`config.mk`:
```
export PLATFORM = sky130hd
export DESIGN_NAME = pushbutton_power_sequencer
export DESIGN_NICKNAME = d
export VERILOG_FILES = /design/src/pkg/pwrseq_pkg.sv /design/src/pkg/timer_if.sv /design/src/hw/interval_timer.sv /design/src/hw/pushbutton_power_sequencer.sv
export SDC_FILE = /design/constraint.sdc
export NUM_CORES = 1
export LEC_CHECK = 0
export BUFFER_PORTS_ARGS = -buffer_cell sky130_fd_sc_hd__clkbuf_2
export CAP_MARGIN = 10
export CORE_MARGIN = 2
export CORE_UTILIZATION = 34
export CTS_BUF_LIST = sky130_fd_sc_hd__clkbuf_4
export CTS_CLUSTER_SIZE = 24
export DETAILED_ROUTE_END_ITERATION = 8
export PLACE_DENSITY = 0.62
export SYNTH_ARGS = -nofsm -noshare
export SYNTH_HDL_FRONTEND = slang
export SYNTH_SLANG_ARGS = --single-unit
```
`constraint.sdc`:
```
create_clock -name sys_clk -period 10.9 [get_ports sys_clk]
set_clock_uncertainty 0.05 [all_clocks]
set_input_delay 2.18 -clock sys_clk [delete_from_list [all_inputs] [get_ports sys_clk]]
set_output_delay 2.18 -clock sys_clk [all_outputs]
set_load 0.01 [all_outputs]
```
`src/pkg/pwrseq_pkg.sv`:
```
/*
 * Constants for the push button power sequencer: timing figures and their cycle counts.
 * Assumes a 100 MHz sys_clk.
 */
package pwrseq_pkg;
   // ****************************************
   // Clock and time figures
   // ****************************************
   localparam int unsigned CLK_HZ = 100_000_000;
   localparam int unsigned DEBOUNCE_MS = 32;
   localparam int unsigned ON_BLANK_MS = 512;
   localparam int unsigned OFF_DELAY_MS = 1024;
   localparam int unsigned LOCKOUT_MS = 256;
   localparam int unsigned RELEASE_MS = 32;
   localparam int unsigned CYC_PER_MS = CLK_HZ / 1000;
   localparam int unsigned DEBOUNCE_CYC = DEBOUNCE_MS * CYC_PER_MS;
   localparam int unsigned ON_BLANK_CYC = ON_BLANK_MS * CYC_PER_MS;
   localparam int unsigned OFF_DELAY_CYC = OFF_DELAY_MS * CYC_PER_MS;
   localparam int unsigned LOCKOUT_CYC = LOCKOUT_MS * CYC_PER_MS;
   localparam int unsigned RELEASE_CYC = RELEASE_MS * CYC_PER_MS;
   localparam int unsigned CNT_W = 32;
   localparam int unsigned EXT_W = 32;
endpackage : pwrseq_pkg

```
`src/pkg/timer_if.sv`:
```
/*
 * Interface between the sequencer and its interval timer.
 * Assumes one clock domain.
 */
`timescale 1ns/1ps
interface timer_if;
   logic start;
   logic [pwrseq_pkg::CNT_W-1:0] length;
   logic done;
   modport ctrl (output start, output length, input done);
   modport tmr (input start, input length, output done);
endinterface : timer_if

```
`src/hw/interval_timer.sv`:
```
/*
 * Down counter: start loads a length, done pulses one cycle when it expires.
 * Assumes synchronous reset and a clock enable that freezes it.
 */
`timescale 1ns/1ps
module interval_timer (
   input wire logic sys_clk, // Clock
   input wire logic reset, // Synchronous reset
   input wire logic clk_en, // Freezes state when low
   timer_if.tmr tif // Start, length and done
);
   typedef struct packed {
      logic [pwrseq_pkg::CNT_W-1:0] count;
      logic running;
      logic done;
   } tmr_state_t;
   tmr_state_t state_reg;
   tmr_state_t state_next;

   always_comb begin
      state_next = state_reg;
      state_next.done = 1'b0;
      if (tif.start) begin
         // Length of at least one cycle so done is never lost
         state_next.count = (tif.length > 32'h1) ? tif.length - 32'h1 : 32'h0;
         state_next.running = 1'b1;
      end else if (state_reg.running) begin
         if (state_reg.count == 32'h0) begin
            state_next.running = 1'b0;
            state_next.done = 1'b1;
         end else begin
            state_next.count = state_reg.count - 32'h1;
         end
      end
   end

   always_ff @(posedge sys_clk) begin
      if (reset) begin
         state_reg <= '0;
      end else if (clk_en) begin
         state_reg <= state_next;
      end
   end

   assign tif.done = state_reg.done;
endmodule : interval_timer

```
`src/hw/pushbutton_power_sequencer.sv`:
```
/*
 * Push button power sequencer: debounced on/off presses toggle a power enable,
 * with a processor shutdown request and power-off request handshake.
 * Assumes all inputs synchronous to sys_clk; extensions are cycle counts held stable.
 */
`timescale 1ns/1ps
module pushbutton_power_sequencer #(
   parameter bit ENABLE_ACTIVE_HIGH = 1'b1, // Variant polarity of the enable
   parameter int unsigned DEBOUNCE_CYC = pwrseq_pkg::DEBOUNCE_CYC, // Press debounce
   parameter int unsigned ON_BLANK_CYC = pwrseq_pkg::ON_BLANK_CYC, // Turn-on blanking
   parameter int unsigned OFF_DELAY_CYC = pwrseq_pkg::OFF_DELAY_CYC, // Turn-off delay
   parameter int unsigned LOCKOUT_CYC = pwrseq_pkg::LOCKOUT_CYC, // Enable lockout
   parameter int unsigned RELEASE_CYC = pwrseq_pkg::RELEASE_CYC // Release debounce
) (
   input wire logic sys_clk, // 100 MHz clock
   input wire logic reset, // Synchronous, active high
   input wire logic clk_en, // Freezes all state while low
   input wire logic push_button_n, // Momentary switch, low when pressed
   input wire logic kill_n, // Power-off request from processor, active low
   input wire logic [pwrseq_pkg::EXT_W-1:0] on_time_extend, // Extra on debounce cycles
   input wire logic [pwrseq_pkg::EXT_W-1:0] off_time_extend, // Extra off debounce cycles
   output logic power_enable, // Supply enable, polarity per variant
   output logic power_enable_oe, // Open-drain enable pull-down active
   output logic shutdown_req_n, // Shutdown request level, active low
   output logic shutdown_req_oe // Open-drain request driven low
);
   // ****************************************
   // State
   // ****************************************
   typedef enum logic [3:0] {
      ST_OFF_LOCK,
      ST_OFF_RELEASE,
      ST_OFF_IDLE,
      ST_ON_DEBOUNCE,
      ST_ON_BLANK,
      ST_ON_RELEASE,
      ST_ON_IDLE,
      ST_OFF_DEBOUNCE,
      ST_OFF_DELAY
   } seq_state_t;

   typedef struct packed {
      seq_state_t fsm;
      logic enable_on;
      logic shutdown_on;
      logic pwr_out;
      logic pwr_oe;
      logic req_oe;
      logic req_n;
   } seq_regs_t;

   seq_regs_t state_reg;
   seq_regs_t state_next;

   timer_if tif ();

   interval_timer u_timer (
      .sys_clk(sys_clk),
      .reset(reset),
      .clk_en(clk_en),
      .tif(tif.tmr)
   );

   localparam logic [pwrseq_pkg::CNT_W-1:0] DB_LEN = pwrseq_pkg::CNT_W'(DEBOUNCE_CYC);
   localparam logic [pwrseq_pkg::CNT_W-1:0] BLANK_LEN = pwrseq_pkg::CNT_W'(ON_BLANK_CYC);
   localparam logic [pwrseq_pkg::CNT_W-1:0] DELAY_LEN = pwrseq_pkg::CNT_W'(OFF_DELAY_CYC);
   localparam logic [pwrseq_pkg::CNT_W-1:0] LOCK_LEN = pwrseq_pkg::CNT_W'(LOCKOUT_CYC);
   localparam logic [pwrseq_pkg::CNT_W-1:0] REL_LEN = pwrseq_pkg::CNT_W'(RELEASE_CYC);

   // Enable pin level for a given logical state; open drain drives only the low level
   function automatic logic pin_level(input logic on);
      pin_level = ENABLE_ACTIVE_HIGH ? on : ~on;
   endfunction : pin_level

   logic start_c;
   logic [pwrseq_pkg::CNT_W-1:0] len_c;

   // ****************************************
   // Sequencer
   // ****************************************
   always_comb begin
      state_next = state_reg;
      start_c = 1'b0;
      len_c = DB_LEN;
      case (state_reg.fsm)
         ST_OFF_LOCK: begin
            if (tif.done) begin
               start_c = 1'b1;
               len_c = REL_LEN;
               state_next.fsm = ST_OFF_RELEASE;
            end
         end
         ST_OFF_RELEASE: begin
            // held press is no new press
            if (!push_button_n) begin
               start_c = 1'b1;
               len_c = REL_LEN;
            end else if (tif.done) begin
               state_next.fsm = ST_OFF_IDLE;
            end
         end
         ST_OFF_IDLE: begin
            if (!push_button_n) begin
               start_c = 1'b1;
               len_c = DB_LEN + on_time_extend;
               state_next.fsm = ST_ON_DEBOUNCE;
            end
         end
         ST_ON_DEBOUNCE: begin
            if (push_button_n) begin
               state_next.fsm = ST_OFF_IDLE;
            end else if (tif.done) begin
               state_next.enable_on = 1'b1;
               start_c = 1'b1;
               len_c = BLANK_LEN;
               state_next.fsm = ST_ON_BLANK;
            end
         end
         ST_ON_BLANK: begin
            if (tif.done) begin
               if (!kill_n) begin
                  state_next.enable_on = 1'b0;
                  start_c = 1'b1;
                  len_c = LOCK_LEN;
                  state_next.fsm = ST_OFF_LOCK;
               end else begin
                  start_c = 1'b1;
                  len_c = REL_LEN;
                  state_next.fsm = ST_ON_RELEASE;
               end
            end
         end
         ST_ON_RELEASE, ST_ON_IDLE: begin
            if (!kill_n) begin
               state_next.enable_on = 1'b0;
               start_c = 1'b1;
               len_c = LOCK_LEN;
               state_next.fsm = ST_OFF_LOCK;
            end else if (state_reg.fsm == ST_ON_RELEASE) begin
               if (!push_button_n) begin
                  start_c = 1'b1;
                  len_c = REL_LEN;
               end else if (tif.done) begin
                  state_next.fsm = ST_ON_IDLE;
               end
            end else if (!push_button_n) begin
               start_c = 1'b1;
               len_c = DB_LEN + off_time_extend;
               state_next.fsm = ST_OFF_DEBOUNCE;
            end
         end
         ST_OFF_DEBOUNCE: begin
            if (!kill_n) begin
               state_next.enable_on = 1'b0;
               start_c = 1'b1;
               len_c = LOCK_LEN;
               state_next.fsm = ST_OFF_LOCK;
            end else if (push_button_n) begin
               state_next.fsm = ST_ON_IDLE;
            end else if (tif.done) begin
               state_next.shutdown_on = 1'b1;
               start_c = 1'b1;
               len_c = DELAY_LEN;
               state_next.fsm = ST_OFF_DELAY;
            end
         end
         ST_OFF_DELAY: begin
            // kill or delay expiry ends power
            if (!kill_n || tif.done) begin
               state_next.enable_on = 1'b0;
               state_next.shutdown_on = 1'b0;
               start_c = 1'b1;
               len_c = LOCK_LEN;
               state_next.fsm = ST_OFF_LOCK;
            end
         end
         default: begin
            state_next.fsm = ST_OFF_IDLE;
            state_next.enable_on = 1'b0;
            state_next.shutdown_on = 1'b0;
         end
      endcase
      state_next.pwr_out = pin_level(state_next.enable_on);
      state_next.pwr_oe = ~state_next.pwr_out;
      state_next.req_oe = state_next.shutdown_on;
      state_next.req_n = ~state_next.shutdown_on;
   end

   assign tif.start = start_c;
   assign tif.length = len_c;

   always_ff @(posedge sys_clk) begin
      if (reset) begin
         // released enable, idle request; straight to idle, no lockout of first press
         state_reg.fsm <= ST_OFF_IDLE;
         state_reg.enable_on <= 1'b0;
         state_reg.shutdown_on <= 1'b0;
         state_reg.pwr_out <= ~ENABLE_ACTIVE_HIGH;
         state_reg.pwr_oe <= ENABLE_ACTIVE_HIGH;
         state_reg.req_oe <= 1'b0;
         state_reg.req_n <= 1'b1;
      end else if (clk_en) begin
         state_reg <= state_next;
      end
   end

   // ****************************************
   // Outputs
   // ****************************************
   assign power_enable = state_reg.pwr_out;
   assign power_enable_oe = state_reg.pwr_oe;
   assign shutdown_req_n = state_reg.req_n;
   assign shutdown_req_oe = state_reg.req_oe;
endmodule : pushbutton_power_sequencer

```
==> impl.org <==
** Run status
- Outcome :: completed

** Drt
- Using the TritonRoute via totals, the vias-per-cell ratio works out to 5.965.
- Violation count after the first detailed-route iteration :: 468
- Detailed routing inserted a total of 5673 vias.
- Routed length per placed instance :: 16.59 µm
- After detailed routing, the met2 layer carries 7.209 mm of wire.
- Highest signal layer in the routed design :: met4
- For this run, design rule violations remaining after detail routing come to 0.
- The first TritonRoute pass finished after 7 iterations.
- In this run the remaining antenna-violating nets after routing total 0.
- Wirelength, routed :: 15.78 mm
- Summed over all nets, wire length on met3 after detailed routing comes to 910 µm.
- Routed metal-1 wirelength :: 7.305 mm

** Pwr
- Sw frac :: 44.70%
- Power per unit of standard cell area :: 90.06 nW/µm²
- The clock network burns 16.4% of the power.
- Combinational logic burns 47.6% of the power.
- Cell internal power dissipation :: 270.0 µW
- Summed over all nets, the switching power comes to 218.3 µW.
- VDD sags by at most 33.64 µV.
- Summed over all cells, the static leakage comes to 0.001909 µW.
- Per report_power, the sequential group accounts for 35.9% of the total.

** Setup path
- In this run the register-to-register setup slack is 6.58 ns.
- Element type at the critical path end :: flip-flop
- Worst stage delay on the critical path :: 0.71 ns
- The critical path is of the primary input to flip-flop type.
- The critical path goes through clkbuf_2, ha_1, o21ai_1, a221oi_1, mux2i_1, o211ai_1, a211oi_1, nand4_1, nor4_4, a21oi_4, a221oi_1, nor2_1.
- The slowest stage of the critical path is the a221oi_1 cell.
- Arrival time worst endpoint :: 5.73 ns
- The startpoint identified for the worst register-to-register timing path is state_reg[8].
- Along the worst path, the maximum fanout reaches 18.
- Grouping stages by cell kind, the critical path spends the most delay in compound AO/OA/AOI/OAI gates.
- Together, buffers and inverters on the worst path number 1.
- Tracing the worst setup path back leads to its startpoint at off_time_extend[10].
- Required time at the endpoint of the critical path :: 11.11 ns
- The worst setup path is launched from a primary input.
- Most frequent CP cell :: a221oi_1

** Clocking
- Number of buffers on the longest clock path :: 2
- H-tree depth :: 2
- Total setup buffers inserted after CTS :: 0
- After clock tree synthesis, the clock-pin slew on the worst setup and hold paths is 0.14 ns.
- Buffers inserted to repair hold after CTS numbered 0.
- Clock latency on the worst-skew pair, taken at its later pin, is 0.38 ns.
- Number of clock sinks :: 42
- Clock tree synthesis selected as its root buffer the cell clkbuf_4.
- Post-cts sizing count :: 0
- CTS tree :: done
- TritonCTS created 5 clock buffers.

** Global route
- Global-route wire length before repair :: 25.62 mm
- For this run the aggregate overflow at the end of global routing stands at 0.
- Entering global routing, the biggest net connects 43 pins.
- For this run, the total global-route usage over all layers was measured as 20.73%.
- The via count of the first global-routing pass came to 5067.
- The number of antenna violations at the first check in global routing is 1.

** Floorplanning
- The initialized floorplan defines 43 standard-cell rows.
- The floorplan step defined a core boundary enclosing 13990 µm².
- The floorplan step defined a die boundary enclosing 15420 µm².
- 73 I/O pins were placed.
- Overall die height :: 124.2 µm
- For this configuration, the core starts out at a cell density of 35.11%.
- The die is 124.2 µm wide.

** Synthesis
- The synthesized netlist occupies a cell area of 4911 µm².
- Multiplexer cells account for 1.223% of the synthesized area.
- Yosys mapped a number of flops with a built-in enable equal to 0.
- Synth cell types :: 75
- Main combinational cell family by area after synthesis :: simple AND/OR/NAND/NOR gates
- Among all flip-flop cells after synthesis, the most frequent one is dfxtp_1.
- Area fraction in compound gates after synthesis :: 31.87%
- The synthesized netlist devotes 33.99% of its cell area to simple gates.
- The synthesized design contains 42 register bits.
- After technology mapping, the gate count stands at 723.
- The Yosys step of the flow raised 0 warnings.
- Summing the areas of all xor and xnor instances in the mapped netlist gives 9.809% of the synthesized area.
- The number of nets handed over by synthesis was 797.
- Adder and majority gate portion of the synthesized area :: 1.478%
- Mean cell area of the mapped netlist :: 6.792 µm²
- Sequential cells were found to cover 17.12% of the synthesized design area.
- In the synthesized netlist the async set-or-reset flop fraction comes to 0%.

** Place
- The wire-length estimate of the detail-placed layout is 12.21 mm.
- Placed cell areas :: 5365 µm²
- Final weighted congestion in routability-driven placement :: 0.8909
- # port buffers :: 72

** STA
- Final count of pins violating max slew :: 0
- Final number of hold-violating endpoints :: 0
- Hold slack :: 0.4150 ns
- The worst pin sits at a relative slew slack of 22.37%.
- Tcrit/Tclk final :: 50.64%
- Setup total negative slack on the finished layout was measured at 0 ns.
- Setup violations remaining at the end of the flow were counted as 0.
- Worst slew pin tran :: 1.156 ns
- Derived from the worst setup path, the maximum achievable clock frequency is 0.1812 GHz.
- Setup repair after global routing left no endpoint under its margin.
- The clock period could shrink to 5.520 ns.

** Layout
- The post-route netlist has 13.38% of its cells at a drive strength greater than 1.
- # nets final :: 843
- The finished cells cover 5421 µm².
- Layout overhead on the synthesized area :: 10.39%
- Fill cells :: 1544
- Multi-input combinational cell area :: 3849 µm²
- The register with the most flip-flops in the layout has 33 of them.
- Area taken by flip-flops and latches :: 840.8 µm²

** Min path
- The min-delay analysis places its worst path in the category flip-flop to flip-flop.
- In this run the most critical hold path is launched from power_enable_oe.

** Run
- Maxcap violations :: 0
-- cells in the final DEF (no fill, tap or decap), types with 4 or more instances in the layout --
master | Yosys | final
nor3b_1 | 7 | 7
o221ai_1 | 4 | 4
o22a_1 | 4 | 4
a31oi_1 | 8 | 8
nor2_1 | 85 | 85
ha_1 | 5 | 5
nor4_1 | 20 | 20
nand3_1 | 26 | 26
clkbuf_4 | 0 | 5
or2_2 | 6 | 6
nand2b_1 | 15 | 15
nand4_1 | 14 | 14
a221oi_1 | 9 | 9
nor3_1 | 39 | 39
o211ai_1 | 7 | 7
a21o_1 | 7 | 7
o21ai_0 | 54 | 54
xor2_1 | 22 | 22
xnor2_1 | 33 | 33
nor2b_1 | 6 | 6
dfxtp_1 | 42 | 42
buf_4 | 4 | 4
inv_1 | 16 | 16
clkbuf_2 | 0 | 72
o21a_1 | 4 | 4
a21boi_0 | 4 | 4
or3_1 | 7 | 7
or4_1 | 5 | 5
o22ai_1 | 10 | 10
nand2_1 | 65 | 65
a21oi_1 | 61 | 61
o31ai_1 | 5 | 5
a211oi_1 | 16 | 16
a22oi_1 | 16 | 16
mux2i_1 | 6 | 6
-- cell families after synthesis --
kind of cell,Yosys count
simple gates,323
compound gates,238
xor+xnor,55
buf+inv,53
flops,42
mux,6
fa+ha+maj,6
-- power by group through the flow --
stage | combinational, µW | clock (µW) | sequential, µW
after floorplan | 164 | 0 | 174
after detailed placement | 228 | 0 | 178
final | 233 | 80.1 | 176
after global placement | 228 | 0 | 178
after global routing | 258 | 88.3 | 178
after CTS | 229 | 83.7 | 175
-- metrics by stage --
stage          setup slack [ns]  utilization (%)  cells  total power (µW)
2_1_floorplan             5.930                -    723             337.7
3_3_place_gp              5.057            38.35    942             406.6
3_5_place_dp              5.083            38.35    942             406.1
4_1_cts                   5.473            38.74    950             488.0
5_1_grt                   5.060            38.76    951             523.9
6_report                  5.380            38.76    951             488.3
-- final cells by class --
type	instances	share of cell area [%]
antenna	1	0.04616
clock buffer	5	0.6924
clock inverter	3	0.3000
inverter	16	1.108
multi-input combinational	628	70.99
sequential	42	15.51
tap	180	4.154
timing repair buffer	76	7.201
-- per-layer routing --
layer | vias up | GRT usage (%)
met4 | 0 | 6.671
met5 | - | 0
met1 | 2608 | 28.77
li1 | 2820 | -
met2 | 217 | 33.71
met3 | 28 | 1.969
-- path summary, 6_finish.rpt --
check                           cells past startpoint                    to
worst max-delay path                               12  u_timer.state_reg[4]
worst min-delay path                                2       power_enable_oe
worst max register to register                      9  u_timer.state_reg[4]
worst min register to register                      2       power_enable_oe
-- synth_stat cells, types with 7 or more instances --
cell type  count  area [µm²]
nand4_1       14       87.58
a21o_1         7       52.55
o211ai_1       7       52.55
nand2b_1      15       93.84
nor2_1        85       319.1
nor4_1        20       125.1
a21oi_1       61       305.3
nand3_1       26       130.1
a31oi_1        8       50.05
nor3_1        39       195.2
a22oi_1       16       120.1
o21ai_0       54       270.3
xor2_1        22       192.7
nand2_1       65       244.0
or3_1          7       43.79
nor3b_1        7       52.55
a221oi_1       9       78.83
clkbuf_1      25       93.84
inv_1         16       60.06
xnor2_1       33       289.0
o22ai_1       10       62.56
a211oi_1      16       120.1
dfxtp_1       42       840.8
-- worst min-delay path, cell delays in order (launching register included) --
cell     delay (ns)
dfxtp_1        0.33
inv_1          0.04
o21ai_0        0.06
Power figures use the tool's default switching activity.
